**src/core/iswc_pkg.sv**
```systemverilog
// Constants for the interrupt, power-down and watchdog control block.
`default_nettype none
package iswc_pkg;
    localparam int ADDR_W = 14;
    localparam int DATA_W = 8;

    // Register offsets.
    localparam logic [13:0] STATUS_ADDR = 14'h0003;
    localparam logic [13:0] IRQ_CTRL_ADDR = 14'h000b;
    localparam logic [13:0] PFLAG1_ADDR = 14'h000c;
    localparam logic [13:0] PFLAG2_ADDR = 14'h000d;
    localparam logic [13:0] OPTION_ADDR = 14'h0081;
    localparam logic [13:0] PEN1_ADDR = 14'h008c;
    localparam logic [13:0] PEN2_ADDR = 14'h008d;
    localparam logic [13:0] CONFIG_ADDR = 14'h2007;

    // Interrupt control register fields.
    localparam int GIE_BIT = 7;
    localparam int PERIPHERAL_GROUP_ENABLE_BIT = 6;
    localparam int T0IE_BIT = 5;
    localparam int EXTIE_BIT = 4;
    localparam int PORTB_CHANGE_ENABLE_BIT = 3;
    localparam int T0IF_BIT = 2;
    localparam int EXTIF_BIT = 1;
    localparam int PORTB_CHANGE_FLAG_BIT = 0;

    // Status fields.
    localparam int TO_N_BIT = 4;
    localparam int PD_N_BIT = 3;

    // Option register fields.
    localparam int EDGE_SEL_BIT = 6;
    localparam int PSA_BIT = 3;
    localparam int PS_LSB = 0;
    localparam int PS_W = 3;

    // Configuration word fields.
    localparam int WDT_FUSE_BIT = 2;

    // Reset values.
    localparam logic [7:0] IRQ_CTRL_RST = 8'h00;
    localparam logic [7:0] OPTION_RST = 8'hff;
    localparam logic [7:0] CONFIG_RST = 8'hff;
    localparam logic [7:0] PFLAG_RST = 8'h00;
    localparam logic [7:0] PEN_RST = 8'h00;

    // Interrupt vector and instruction-cycle shape.
    localparam logic [12:0] IRQ_VECTOR = 13'h0004;
    localparam logic [1:0] LAST_Q_PHASE = 2'h3;
endpackage : iswc_pkg
`default_nettype wire

```
**src/core/iswc_core.sv**
```systemverilog
// Interrupt request, power-down and watchdog control for the 8-bit core.
`default_nettype none
module iswc_core #(
    parameter int          WDT_BASE_W       = 8,
    parameter logic [15:0] PERIPH_WAKE_MASK = 16'hffff
) (
    // Clock and reset.
    input  wire logic                        ref_clk,
    input  wire logic                        sys_rst,
    // Register port.
    input  wire logic [iswc_pkg::ADDR_W-1:0] reg_addr,
    input  wire logic [iswc_pkg::DATA_W-1:0] reg_wdata,
    input  wire logic                        reg_wr,
    input  wire logic                        reg_rd,
    output logic      [iswc_pkg::DATA_W-1:0] reg_rdata,
    // Pins.
    input  wire logic                        ext_irq_pin,
    input  wire logic [3:0]                  portb_high_pins,
    input  wire logic                        master_reset_pin_n,
    input  wire logic                        watchdog_osc_clk,
    // Same-clock event sources.
    input  wire logic                        timer_zero_overflow,
    input  wire logic [15:0]                 periph_event,
    // Core instruction events.
    input  wire logic                        irq_return_instr,
    input  wire logic                        watchdog_kick_instr,
    input  wire logic                        sleep_instr,
    // Core controls.
    output logic                             vector_take,
    output logic      [12:0]                 vector_addr,
    output logic                             wake_pulse,
    output logic                             power_down,
    output logic                             device_reset
);
    // Refuse counter widths that the timeout compare cannot serve.
    if (WDT_BASE_W < 2 || WDT_BASE_W > 24) begin : g_bad_wdt_width
        $error("WDT_BASE_W must lie between 2 and 24.");
    end

    // Prescaler terminal count for a 2^ps ratio.
    function automatic logic [7:0] ratio_mask(input logic [2:0] ps);
        ratio_mask = 8'((9'h001 << ps) - 9'h001);
    endfunction : ratio_mask

    // Registered state.
    logic [7:0]  irq_ctrl_reg;
    logic [7:0]  option_reg;
    logic [7:0]  config_reg;
    logic        config_locked_reg;
    logic [15:0] pflag_reg;
    logic [15:0] pen_reg;
    logic        to_n_reg;
    logic        pd_n_reg;
    logic [7:0]  rdata_reg;
    logic [1:0]  q_phase_reg;
    logic        vector_reg;
    logic        wake_reg;
    logic        sleep_reg;
    logic        reset_out_reg;
    logic [7:0]  prescale_reg;
    logic [WDT_BASE_W-1:0] wdt_base_reg;

    // Synchronisers and edge history.
    logic [1:0] ext_sync_reg;
    logic       ext_prev_reg;
    logic [3:0] portb_meta_reg;
    logic [3:0] portb_sync_reg;
    logic [3:0] portb_prev_reg;
    logic [1:0] master_reset_pin_sync_reg;
    logic [1:0] wdt_sync_reg;
    logic       wdt_prev_reg;
    logic [1:0] prime_cnt_reg;

    always_ff @(posedge ref_clk) begin
        if (sys_rst) begin
            ext_sync_reg   <= 2'h0;
            ext_prev_reg   <= 1'b0;
            portb_meta_reg <= 4'h0;
            portb_sync_reg <= 4'h0;
            portb_prev_reg <= 4'h0;
            master_reset_pin_sync_reg  <= 2'h3;
            wdt_sync_reg   <= 2'h0;
            wdt_prev_reg   <= 1'b0;
            prime_cnt_reg  <= 2'h0;
        end else begin
            ext_sync_reg   <= {ext_sync_reg[0], ext_irq_pin};
            ext_prev_reg   <= ext_sync_reg[1];
            portb_meta_reg <= portb_high_pins;
            portb_sync_reg <= portb_meta_reg;
            portb_prev_reg <= portb_sync_reg;
            master_reset_pin_sync_reg  <= {master_reset_pin_sync_reg[0], master_reset_pin_n};
            wdt_sync_reg   <= {wdt_sync_reg[0], watchdog_osc_clk};
            wdt_prev_reg   <= wdt_sync_reg[1];
            if (prime_cnt_reg != 2'h3) begin
                prime_cnt_reg <= prime_cnt_reg + 2'h1;
            end
        end
    end

    // Event detection.
    logic ext_edge;
    logic portb_change;
    logic wdt_tick;
    logic master_reset_pin_active;
    logic edge_rising;
    logic hist_ready;

    // Edge history is trusted only once both stages and the history flop
    // hold real pin samples, so an idle-high pin gives no false edge.
    assign hist_ready   = (prime_cnt_reg == 2'h3);
    assign edge_rising  = option_reg[iswc_pkg::EDGE_SEL_BIT];
    assign ext_edge     = hist_ready & (edge_rising ?
                          (ext_sync_reg[1] & ~ext_prev_reg) :
                          (~ext_sync_reg[1] & ext_prev_reg));
    assign portb_change = hist_ready
                          & (|(portb_sync_reg ^ portb_prev_reg));
    assign wdt_tick     = hist_ready & wdt_sync_reg[1] & ~wdt_prev_reg;
    assign master_reset_pin_active  = ~master_reset_pin_sync_reg[1];

    // Request combining.
    logic core_req;
    logic periph_req;
    logic any_req;
    logic wake_req;
    logic global_irq_enable;

    assign global_irq_enable        = irq_ctrl_reg[iswc_pkg::GIE_BIT];
    assign core_req   = (irq_ctrl_reg[iswc_pkg::T0IF_BIT]
                         & irq_ctrl_reg[iswc_pkg::T0IE_BIT])
                      | (irq_ctrl_reg[iswc_pkg::EXTIF_BIT]
                         & irq_ctrl_reg[iswc_pkg::EXTIE_BIT])
                      | (irq_ctrl_reg[iswc_pkg::PORTB_CHANGE_FLAG_BIT]
                         & irq_ctrl_reg[iswc_pkg::PORTB_CHANGE_ENABLE_BIT]);
    assign periph_req = irq_ctrl_reg[iswc_pkg::PERIPHERAL_GROUP_ENABLE_BIT]
                        & (|(pflag_reg & pen_reg));
    assign any_req    = core_req | periph_req;
    // Every core source may wake the core; a peripheral source only where PERIPH_WAKE_MASK is set.
    assign wake_req   = core_req
                      | (irq_ctrl_reg[iswc_pkg::PERIPHERAL_GROUP_ENABLE_BIT]
                         & (|(pflag_reg & pen_reg & PERIPH_WAKE_MASK)));

    // Instruction-cycle phase and vector decision.
    logic q_last;
    logic take_now;

    assign q_last   = (q_phase_reg == iswc_pkg::LAST_Q_PHASE);
    assign take_now = q_last & global_irq_enable & any_req & ~sleep_reg
                      & ~vector_reg & ~wake_reg;

    // Watchdog decisions.
    logic wdt_enabled;
    logic psa_wdt;
    logic prescale_wrap;
    logic wdt_timeout;
    logic sleep_accept;
    logic wdt_clear;
    logic [2:0] ps_sel;

    assign wdt_enabled   = config_reg[iswc_pkg::WDT_FUSE_BIT];
    assign psa_wdt       = option_reg[iswc_pkg::PSA_BIT];
    assign ps_sel        = option_reg[iswc_pkg::PS_LSB +: iswc_pkg::PS_W];
    assign prescale_wrap = ~psa_wdt | (prescale_reg == ratio_mask(ps_sel));
    assign wdt_timeout   = wdt_enabled & wdt_tick & prescale_wrap
                           & (&wdt_base_reg);
    // A request already pending turns the sleep into a no-op.
    assign sleep_accept  = sleep_instr & ~sleep_reg & ~any_req;
    assign wdt_clear     = watchdog_kick_instr | sleep_accept;

    // A watchdog timeout while running or the reset pin reboots the core.
    logic soft_reset;
    assign soft_reset = (wdt_timeout & ~sleep_reg) | master_reset_pin_active;

    logic wr_ctrl;
    logic wr_pf1;
    logic wr_pf2;
    assign wr_ctrl = reg_wr & (reg_addr == iswc_pkg::IRQ_CTRL_ADDR);
    assign wr_pf1  = reg_wr & (reg_addr == iswc_pkg::PFLAG1_ADDR);
    assign wr_pf2  = reg_wr & (reg_addr == iswc_pkg::PFLAG2_ADDR);

    always_ff @(posedge ref_clk) begin
        if (sys_rst) begin
            q_phase_reg <= 2'h0;
        end else begin
            q_phase_reg <= q_phase_reg + 2'h1;
        end
    end

    // Interrupt control register.
    logic [7:0] ctrl_next;
    always_comb begin
        ctrl_next = wr_ctrl ? reg_wdata : irq_ctrl_reg;
        // Hardware sets win over a software write in the same cycle.
        if (timer_zero_overflow) begin
            ctrl_next[iswc_pkg::T0IF_BIT] = 1'b1;
        end
        if (ext_edge) begin
            ctrl_next[iswc_pkg::EXTIF_BIT] = 1'b1;
        end
        if (portb_change) begin
            ctrl_next[iswc_pkg::PORTB_CHANGE_FLAG_BIT] = 1'b1;
        end
        if (irq_return_instr) begin
            ctrl_next[iswc_pkg::GIE_BIT] = 1'b1;
        end
        if (take_now) begin
            ctrl_next[iswc_pkg::GIE_BIT] = 1'b0;
        end
    end

    always_ff @(posedge ref_clk) begin
        if (sys_rst || soft_reset) begin
            irq_ctrl_reg <= iswc_pkg::IRQ_CTRL_RST;
        end else begin
            irq_ctrl_reg <= ctrl_next;
        end
    end

    // Peripheral flag and enable registers.
    always_ff @(posedge ref_clk) begin
        if (sys_rst || soft_reset) begin
            pflag_reg <= {iswc_pkg::PFLAG_RST, iswc_pkg::PFLAG_RST};
        end else begin
            pflag_reg <= {(wr_pf2 ? reg_wdata : pflag_reg[15:8]),
                          (wr_pf1 ? reg_wdata : pflag_reg[7:0])}
                         | periph_event;
        end
    end

    always_ff @(posedge ref_clk) begin
        if (sys_rst || soft_reset) begin
            pen_reg <= {iswc_pkg::PEN_RST, iswc_pkg::PEN_RST};
        end else if (reg_wr && reg_addr == iswc_pkg::PEN1_ADDR) begin
            pen_reg[7:0] <= reg_wdata;
        end else if (reg_wr && reg_addr == iswc_pkg::PEN2_ADDR) begin
            pen_reg[15:8] <= reg_wdata;
        end
    end

    always_ff @(posedge ref_clk) begin
        if (sys_rst || soft_reset) begin
            option_reg <= iswc_pkg::OPTION_RST;
        end else if (reg_wr && reg_addr == iswc_pkg::OPTION_ADDR) begin
            option_reg <= reg_wdata;
        end
    end

    // The fuse word takes one write per power-up and then locks.
    always_ff @(posedge ref_clk) begin
        if (sys_rst) begin
            config_reg        <= iswc_pkg::CONFIG_RST;
            config_locked_reg <= 1'b0;
        end else if (reg_wr && reg_addr == iswc_pkg::CONFIG_ADDR
                     && !config_locked_reg) begin
            config_reg        <= reg_wdata;
            config_locked_reg <= 1'b1;
        end
    end

    // Timeout and power-down status bits.
    always_ff @(posedge ref_clk) begin
        if (sys_rst) begin
            to_n_reg <= 1'b1;
            pd_n_reg <= 1'b1;
        end else if (wdt_timeout) begin
            to_n_reg <= 1'b0;
            pd_n_reg <= sleep_reg ? pd_n_reg : 1'b1;
        end else if (sleep_accept || watchdog_kick_instr) begin
            to_n_reg <= 1'b1;
            pd_n_reg <= ~sleep_accept;
        end
    end

    // Watchdog prescaler and base counter.
    always_ff @(posedge ref_clk) begin
        if (sys_rst || !wdt_enabled) begin
            prescale_reg <= 8'h00;
            wdt_base_reg <= '0;
        end else if (wdt_clear) begin
            // Only the counts are cleared; the assignment stays.
            if (psa_wdt) begin
                prescale_reg <= 8'h00;
            end
            wdt_base_reg <= '0;
        end else if (wdt_tick) begin
            if (psa_wdt) begin
                prescale_reg <= prescale_wrap ? 8'h00 : prescale_reg + 8'h01;
            end
            if (prescale_wrap) begin
                wdt_base_reg <= wdt_base_reg + WDT_BASE_W'(1);
            end
        end
    end

    // Power-down state.
    always_ff @(posedge ref_clk) begin
        if (sys_rst || master_reset_pin_active) begin
            sleep_reg <= 1'b0;
            wake_reg  <= 1'b0;
        end else if (sleep_reg) begin
            if (wake_req || wdt_timeout) begin
                sleep_reg <= 1'b0;
                wake_reg  <= 1'b1;
            end
        end else begin
            sleep_reg <= sleep_accept;
            wake_reg  <= 1'b0;
        end
    end

    // Vector take: the core pushes only its return address.
    always_ff @(posedge ref_clk) begin
        if (sys_rst || soft_reset) begin
            vector_reg <= 1'b0;
        end else begin
            vector_reg <= take_now;
        end
    end

    always_ff @(posedge ref_clk) begin
        if (sys_rst) begin
            reset_out_reg <= 1'b0;
        end else begin
            reset_out_reg <= soft_reset;
        end
    end

    // Register read port, data one cycle after the strobe.
    logic [7:0] rd_mux;
    always_comb begin
        rd_mux = 8'h00;
        unique case (reg_addr)
            iswc_pkg::STATUS_ADDR: begin
                rd_mux[iswc_pkg::TO_N_BIT] = to_n_reg;
                rd_mux[iswc_pkg::PD_N_BIT] = pd_n_reg;
            end
            iswc_pkg::IRQ_CTRL_ADDR: rd_mux = irq_ctrl_reg;
            iswc_pkg::PFLAG1_ADDR:   rd_mux = pflag_reg[7:0];
            iswc_pkg::PFLAG2_ADDR:   rd_mux = pflag_reg[15:8];
            iswc_pkg::OPTION_ADDR:   rd_mux = option_reg;
            iswc_pkg::PEN1_ADDR:     rd_mux = pen_reg[7:0];
            iswc_pkg::PEN2_ADDR:     rd_mux = pen_reg[15:8];
            iswc_pkg::CONFIG_ADDR:   rd_mux = config_reg;
            default:                 rd_mux = 8'h00;
        endcase
    end

    always_ff @(posedge ref_clk) begin
        if (sys_rst) begin
            rdata_reg <= 8'h00;
        end else begin
            rdata_reg <= reg_rd ? rd_mux : 8'h00;
        end
    end

    assign reg_rdata    = rdata_reg;
    assign vector_take  = vector_reg;
    assign vector_addr  = iswc_pkg::IRQ_VECTOR;
    assign wake_pulse   = wake_reg;
    assign power_down   = sleep_reg;
    assign device_reset = reset_out_reg;
endmodule : iswc_core
`default_nettype wire

```
**config.mk**
```make
export PLATFORM = sky130hd
export DESIGN_NAME = iswc_core
export DESIGN_NICKNAME = d
export VERILOG_FILES = /design/src/core/iswc_pkg.sv /design/src/core/iswc_core.sv
export SDC_FILE = /design/constraint.sdc
export NUM_CORES = 1
export LEC_CHECK = 0
export BUFFER_PORTS_ARGS = -buffer_cell sky130_fd_sc_hd__buf_2
export CORE_MARGIN = 2
export CORE_UTILIZATION = 58
export CTS_BUF_LIST = sky130_fd_sc_hd__clkbuf_16
export CTS_CLUSTER_DIAMETER = 80
export DETAILED_ROUTE_END_ITERATION = 8
export PLACE_DENSITY = 0.81
export SYNTH_ARGS = -nofsm -noshare
export SYNTH_HDL_FRONTEND = slang
export SYNTH_SLANG_ARGS = --single-unit
```
**constraint.sdc**
```tcl
create_clock -name ref_clk -period 4.2 [get_ports ref_clk]
set_input_delay 0.21 -clock ref_clk [delete_from_list [all_inputs] [get_ports ref_clk]]
set_output_delay 0.21 -clock ref_clk [all_outputs]
set_load 0.02 [all_outputs]
```
# Word-level counts from Yosys, hierarchy flattened
# Index checks and enable logic that the tools add are counted.
dict set report totals {
  inputBits 53
  regBits 111
}
dict set report classes {
  n_mux 23
  n_addsub 5
  reduce_logical 29
  bitwise 45
  shift 1
  n_eq_ne 15
}
# operator n
set ops {}
lappend ops {{8-bit two-way mux} 8}
lappend ops {{14-bit by 4-bit == test with 1-bit output, second input constant} 3}
lappend ops {{14-bit by 8-bit == test with 1-bit output, second input constant} 3}
lappend ops {{3-bit case mux with 7 select lines} 2}
lappend ops {{1-bit bitwise AND} 24}
lappend ops {{8-bit by 1-bit adder with 8-bit output, second input constant} 2}
lappend ops {{16-bit bitwise AND} 1}
lappend ops {{16-bit bitwise OR} 1}
lappend ops {{2-bit case mux with 8 select lines} 1}
lappend ops {{16-bit OR reduction} 1}
lappend ops {{14-bit == test, second input constant} 1}
lappend ops {{14-bit by 2-bit == test with 1-bit output, second input constant} 1}
lappend ops {{1-bit two-way mux} 12}
lappend ops {{1-bit NOT} 12}
lappend ops {{2-bit nonzero test} 6}
lappend ops {{8-bit == test} 1}
lappend ops {{2-bit inequality test, second input constant} 4}
lappend ops {{8-bit AND reduction} 1}
lappend ops {{2-bit OR reduction} 4}
lappend ops {{1-bit by 3-bit left shift with 8-bit output, first input constant} 1}
lappend ops {{8-bit by 1-bit subtractor with 8-bit output, second input constant} 1}
lappend ops {{1-bit bitwise OR} 6}
lappend ops {{2-bit AND reduction} 3}
lappend ops {{1-bit logical AND} 5}
lappend ops {{other kinds (7)} 14}

# Depth between registers and ports, before layout
dict set report logic_depth {
  ltp_word 10
  mapped_depth 11
  depth_no_buf 10
}

# Worst setup path after synthesis
# OpenSTA, ideal clock, no wires.
dict set report synth_timing {
  path_type {register -> register}
  start {reg option_reg[0]}
  end {reg option_reg[0]}
  setup_ns 0.140
  synth_period_minus_slack_ns 2.559
  t_arrival_ns 2.419
  n_path_buf 1
  slack_ns 1.641
  stages_incl_launch_ff 11
  cell_sequence {dfxtp_1 clkbuf_1 or3_1 ha_1 nand2b_1 o22ai_1 a221oi_1 o31a_1 nor2_1 a21oi_1 o21ai_0}
}
dict set report synth_between {
  elab_chain_len 9
}
# element line
set synth_rtl {}
lappend synth_rtl {{start: declaration} iswc_core.sv:47} ;# logic [7:0] option_reg;
lappend synth_rtl {{start signal: assignment} iswc_core.sv:241} ;# option_reg <= iswc_pkg::OPTION_RST;
lappend synth_rtl {{start signal: assignment} iswc_core.sv:243} ;# option_reg <= reg_wdata;
lappend synth_rtl {{1-bit by 3-bit left shift with 8-bit output} iswc_core.sv:42} ;# ratio_mask = 8'((9'h001 << ps) - 9'h001);
lappend synth_rtl {{8-bit by 1-bit subtractor with 8-bit output} iswc_core.sv:42}
lappend synth_rtl {{8-bit == test} iswc_core.sv:162} ;# assign prescale_wrap = ~psa_wdt | (prescale_reg == ratio_mask(ps_sel));
lappend synth_rtl {{1-bit bitwise OR} iswc_core.sv:162}
lappend synth_rtl {{1-bit bitwise AND} iswc_core.sv:163} ;# assign wdt_timeout = wdt_enabled & wdt_tick & prescale_wrap
lappend synth_rtl {{1-bit bitwise AND} iswc_core.sv:164} ;# & (&wdt_base_reg);
lappend synth_rtl {{1-bit bitwise AND} iswc_core.sv:171} ;# assign soft_reset = (wdt_timeout & ~sleep_reg) | master_reset_pin_active;
lappend synth_rtl {{1-bit bitwise OR} iswc_core.sv:171}
lappend synth_rtl {{1-bit logical OR} iswc_core.sv:240} ;# if (sys_rst || soft_reset) begin
# No other way between the ends.
# A chain may end at the register's enable or synchronous reset.

# Worst setup path after layout
dict set report layout_timing {
  start {reg option_reg[1]}
  end {reg option_reg[5]}
}
# The elaborated chain is that of the path after synthesis.

==> key figures <==
Clock tree
  – Worst-path clk slew: 0.08 ns
  – Post_cts resized: 0
  – Clock Sink Count: 111
  – H-tree depth: 3
  – CTS Hold Bufs: 0
  – Clock latency on the worst-skew pair: ~0.35 ns
  – Num CTS Buffers: 9
  – CTS Buffer Depth: 2
  – Clock Root Buffer: clkbuf_16
  – CTS tree: yes
  – Post-CTS setup buffer count: 0

Global routing
  – Vias in the first global route: ~4,000
  – Grt ovf: 0
  – Total GRT Usage: between 20% and 30%
  – First-pass GRT wire length: 19,500 um
  – Initial antenna violation count: 0
  – Pin count of the biggest net entering global routing: 43

Pwr
  – P_sw: about 550 uW
  – Clock power share: approximately 41%
  – Post-layout total power: 2120 uW
  – Sequential share of power: between 50% and 60%
  – Power Density: 370 nW/um^2
  – Pleak: 0.00218 uW
  – Peak supply drop: 0.312 mV
  – Comb pwr share: a little over 7%
  – Internal power: 1570 uW
  – Sw Share: around 26%

STA
  – Total Neg Setup Slack: 0 ns
  – Actual slew at the worst max-slew pin: 0.741 ns
  – Final period util: about three quarters
  – Clock Skew: about 0.009 ns
  – Min Tclk post-route: 3.18 ns
  – Final Hold Vio Count: 0
  – Relative slew slack: 50.6%
  – Max Slew Vio Count: 0
  – Setup-failing EPs final: 0
  – Fmax: 314 MHz
  – RSZ-0062 raised after global routing: false

Logic synthesis
  – Number of synthesized flops with an enable pin: 0
  – Netlist Area Pre-Place: 5100 sq um
  – Share of flip-flops with an asynchronous set or reset: 0%
  – Syn. warnings: 0
  – Syn Area/Cell: approximately 9.1 sq um
  – Ys flop type: dfxtp_1
  – Register bit total from synthesis: approximately 110
  – Syn Inst Count: approximately 560
  – Synth top area share: a little over two fifths
  – Library cells used by synthesis: 63
  – Post-synthesis sequential area ratio: between 40% and 50%
  – Synth area leader: dfxtp_1
  – Synth top area cells: dfxtp_1 (44%), mux2i_1 (8.2%), nor2_1 (5.0%)

Setup path
  – CP endpoint kind: flip-flop
  – Slowest stage cell on the critical path: a21oi_1
  – Crit Path Max Fanout: 13
  – Number of buffers and inverters on the critical path: 0
  – CP delay by family, top: compound AO/OA/AOI/OAI gates
  – CP Launch Type: flip-flop
  – Worst Setup Path Type: flip-flop to flip-flop
  – CP peak stage delay: roughly 0.56 ns
  – Arr. time, crit path: around 3.4 ns
  – Crit-path cells: or3_1 -> ha_1 -> nand2b_1 -> o22ai_1 -> a221oi_1 -> o31a_1 -> nor2_1 -> a21oi_1 -> o21ai_0
  – Critical Path RT: 4.39 ns

Layout
  – Most frequent cells in the layout: dfxtp_1 (111), nor2_1 (68), buf_2 (64)
  – Ant diodes: 0
  – P&R area growth vs syn: 12.5%
  – Fin nets: ~670
  – Final core utilization: 66.4%
  – Final instance area: 5730 sq um
  – Filler Cell Count: between 700 and 800
  – Non-filler cells, final: between 700 and 800
  – Layout cells sized above 1: roughly 17%
  – Commonest non-fill, non-tap cell in the layout: dfxtp_1

Floorplan
  – # IOs: between 70 and 80
  – Placement row count: 34
  – Die X: ~98 um
  – Die height: slightly below 100 um
  – Die area: 9550 sq um
  – Core area: about 8600 sq um
  – Initial core utilization: ~60%

Hold path
  – Worst hold path class: primary input to flip-flop

Routing
  – Initial DRT Pass Iterations: 5
  – Vias: roughly 4,300
  – Initial DRC count: approximately 350
  – Antenna viol nets, final: 0
  – DR vias/cell: approximately 5.9
  – WL per Instance: 16.3 um
  – DRC Markers: 0
  – Total Routed Length: 11,800 um

Placement
  – Hpwl dp: a little over 8000 um
  – Cells after DPL: about 710
  – IO Port Bufs: between 60 and 70
  – DP Area: around 5400 sq um
  – Placer congestion estimate: 0.950

Run
  – Maximum capacitance violations: 0

Outcome
  – Outcome: finished, final reports clean
cell usage after synthesis (3+ instances only):
master,n
a22o_1,4
a31oi_1,7
nand2b_1,4
nor3_1,7
xnor2_1,15
xor2_1,8
a221oi_1,7
ha_1,5
a211oi_1,11
o21ai_0,14
mux2i_1,42
mux2_2,4
buf_4,13
a21oi_1,37
nor2b_1,39
a211o_1,8
inv_1,17
clkbuf_1,13
nand3_1,11
o22a_1,5
nand4_1,5
and3_1,4
nor4_1,5
nand2_1,27
a22oi_1,8
buf_2,9
dfxtp_1,111
nor2_2,3
nand3b_1,4
nor2_1,68
final cells by class:
| type | instances | area (sq um) | share of cell area (%) |
|---|---|---|---|
| Multi-Input combinational cell | 404 | 2660 | 46.4 |
| Sequential cell | 111 | 2220 | 38.8 |
| Timing Repair Buffer | 67 | 343 | 5.98 |
| Clock buffer | 9 | 225 | 3.93 |
| Tap cell | 108 | 135 | 2.36 |
| Clock inverter | 7 | 85.1 | 1.48 |
| Inverter | 17 | 63.8 | 1.11 |
final timing paths:
path	startpoint	slack, ns	end	cells past startpoint
min	master_reset_pin_n	0.04	master_reset_pin_sync_reg[0]	2
min reg2reg	master_reset_pin_sync_reg[0]	0.42	master_reset_pin_sync_reg[1]	1
max reg2reg	option_reg[1]	1.02	option_reg[5]	9
max	option_reg[1]	1.02	option_reg[5]	9
routing by layer:
layer | vias up | global-route usage (%) | wire length [um]
met2 | 161 | 39.6 | 5460
met4 | 0 | 7.26 | 204
met1 | 2032 | 34.5 | 5310
li1 | 2049 | - | -
met3 | 17 | 5.58 | 796
met5 | - | 0 | 0
power by group through the flow:
stage	combinational [uW]	sequential [uW]	clock (uW)
finish	150	1100	867
CTS	150	1100	873
global route	165	1110	914
detailed placement	148	1130	0
floorplan	104	1120	0
global placement	143	1130	0
per-stage QoR:
step	hold WS, ns	worst slack (ns)
2_1_floorplan	0.314	1.64
3_3_place_gp	0.397	1.35
3_5_place_dp	0.395	1.11
4_1_cts	0.0348	1.08
5_1_grt	0.0358	0.808
6_report	0.0397	1.02
cell families after synthesis:
family                     count (synthesis)  share of synthesized area [%]
buffers and inverters                     53                           5.23
AOI/OAI and AO/OA                        118                           15.7
xor gates and xnor gates                  23                           3.95
and+or+nand+nor                          199                           21.0
adders and majority gates                  5                           1.23
DFF                                      111                           43.6
other                                      2                          0.147
muxes                                     46                           9.13
No activity file was read; power rests on OpenSTA's default activity.
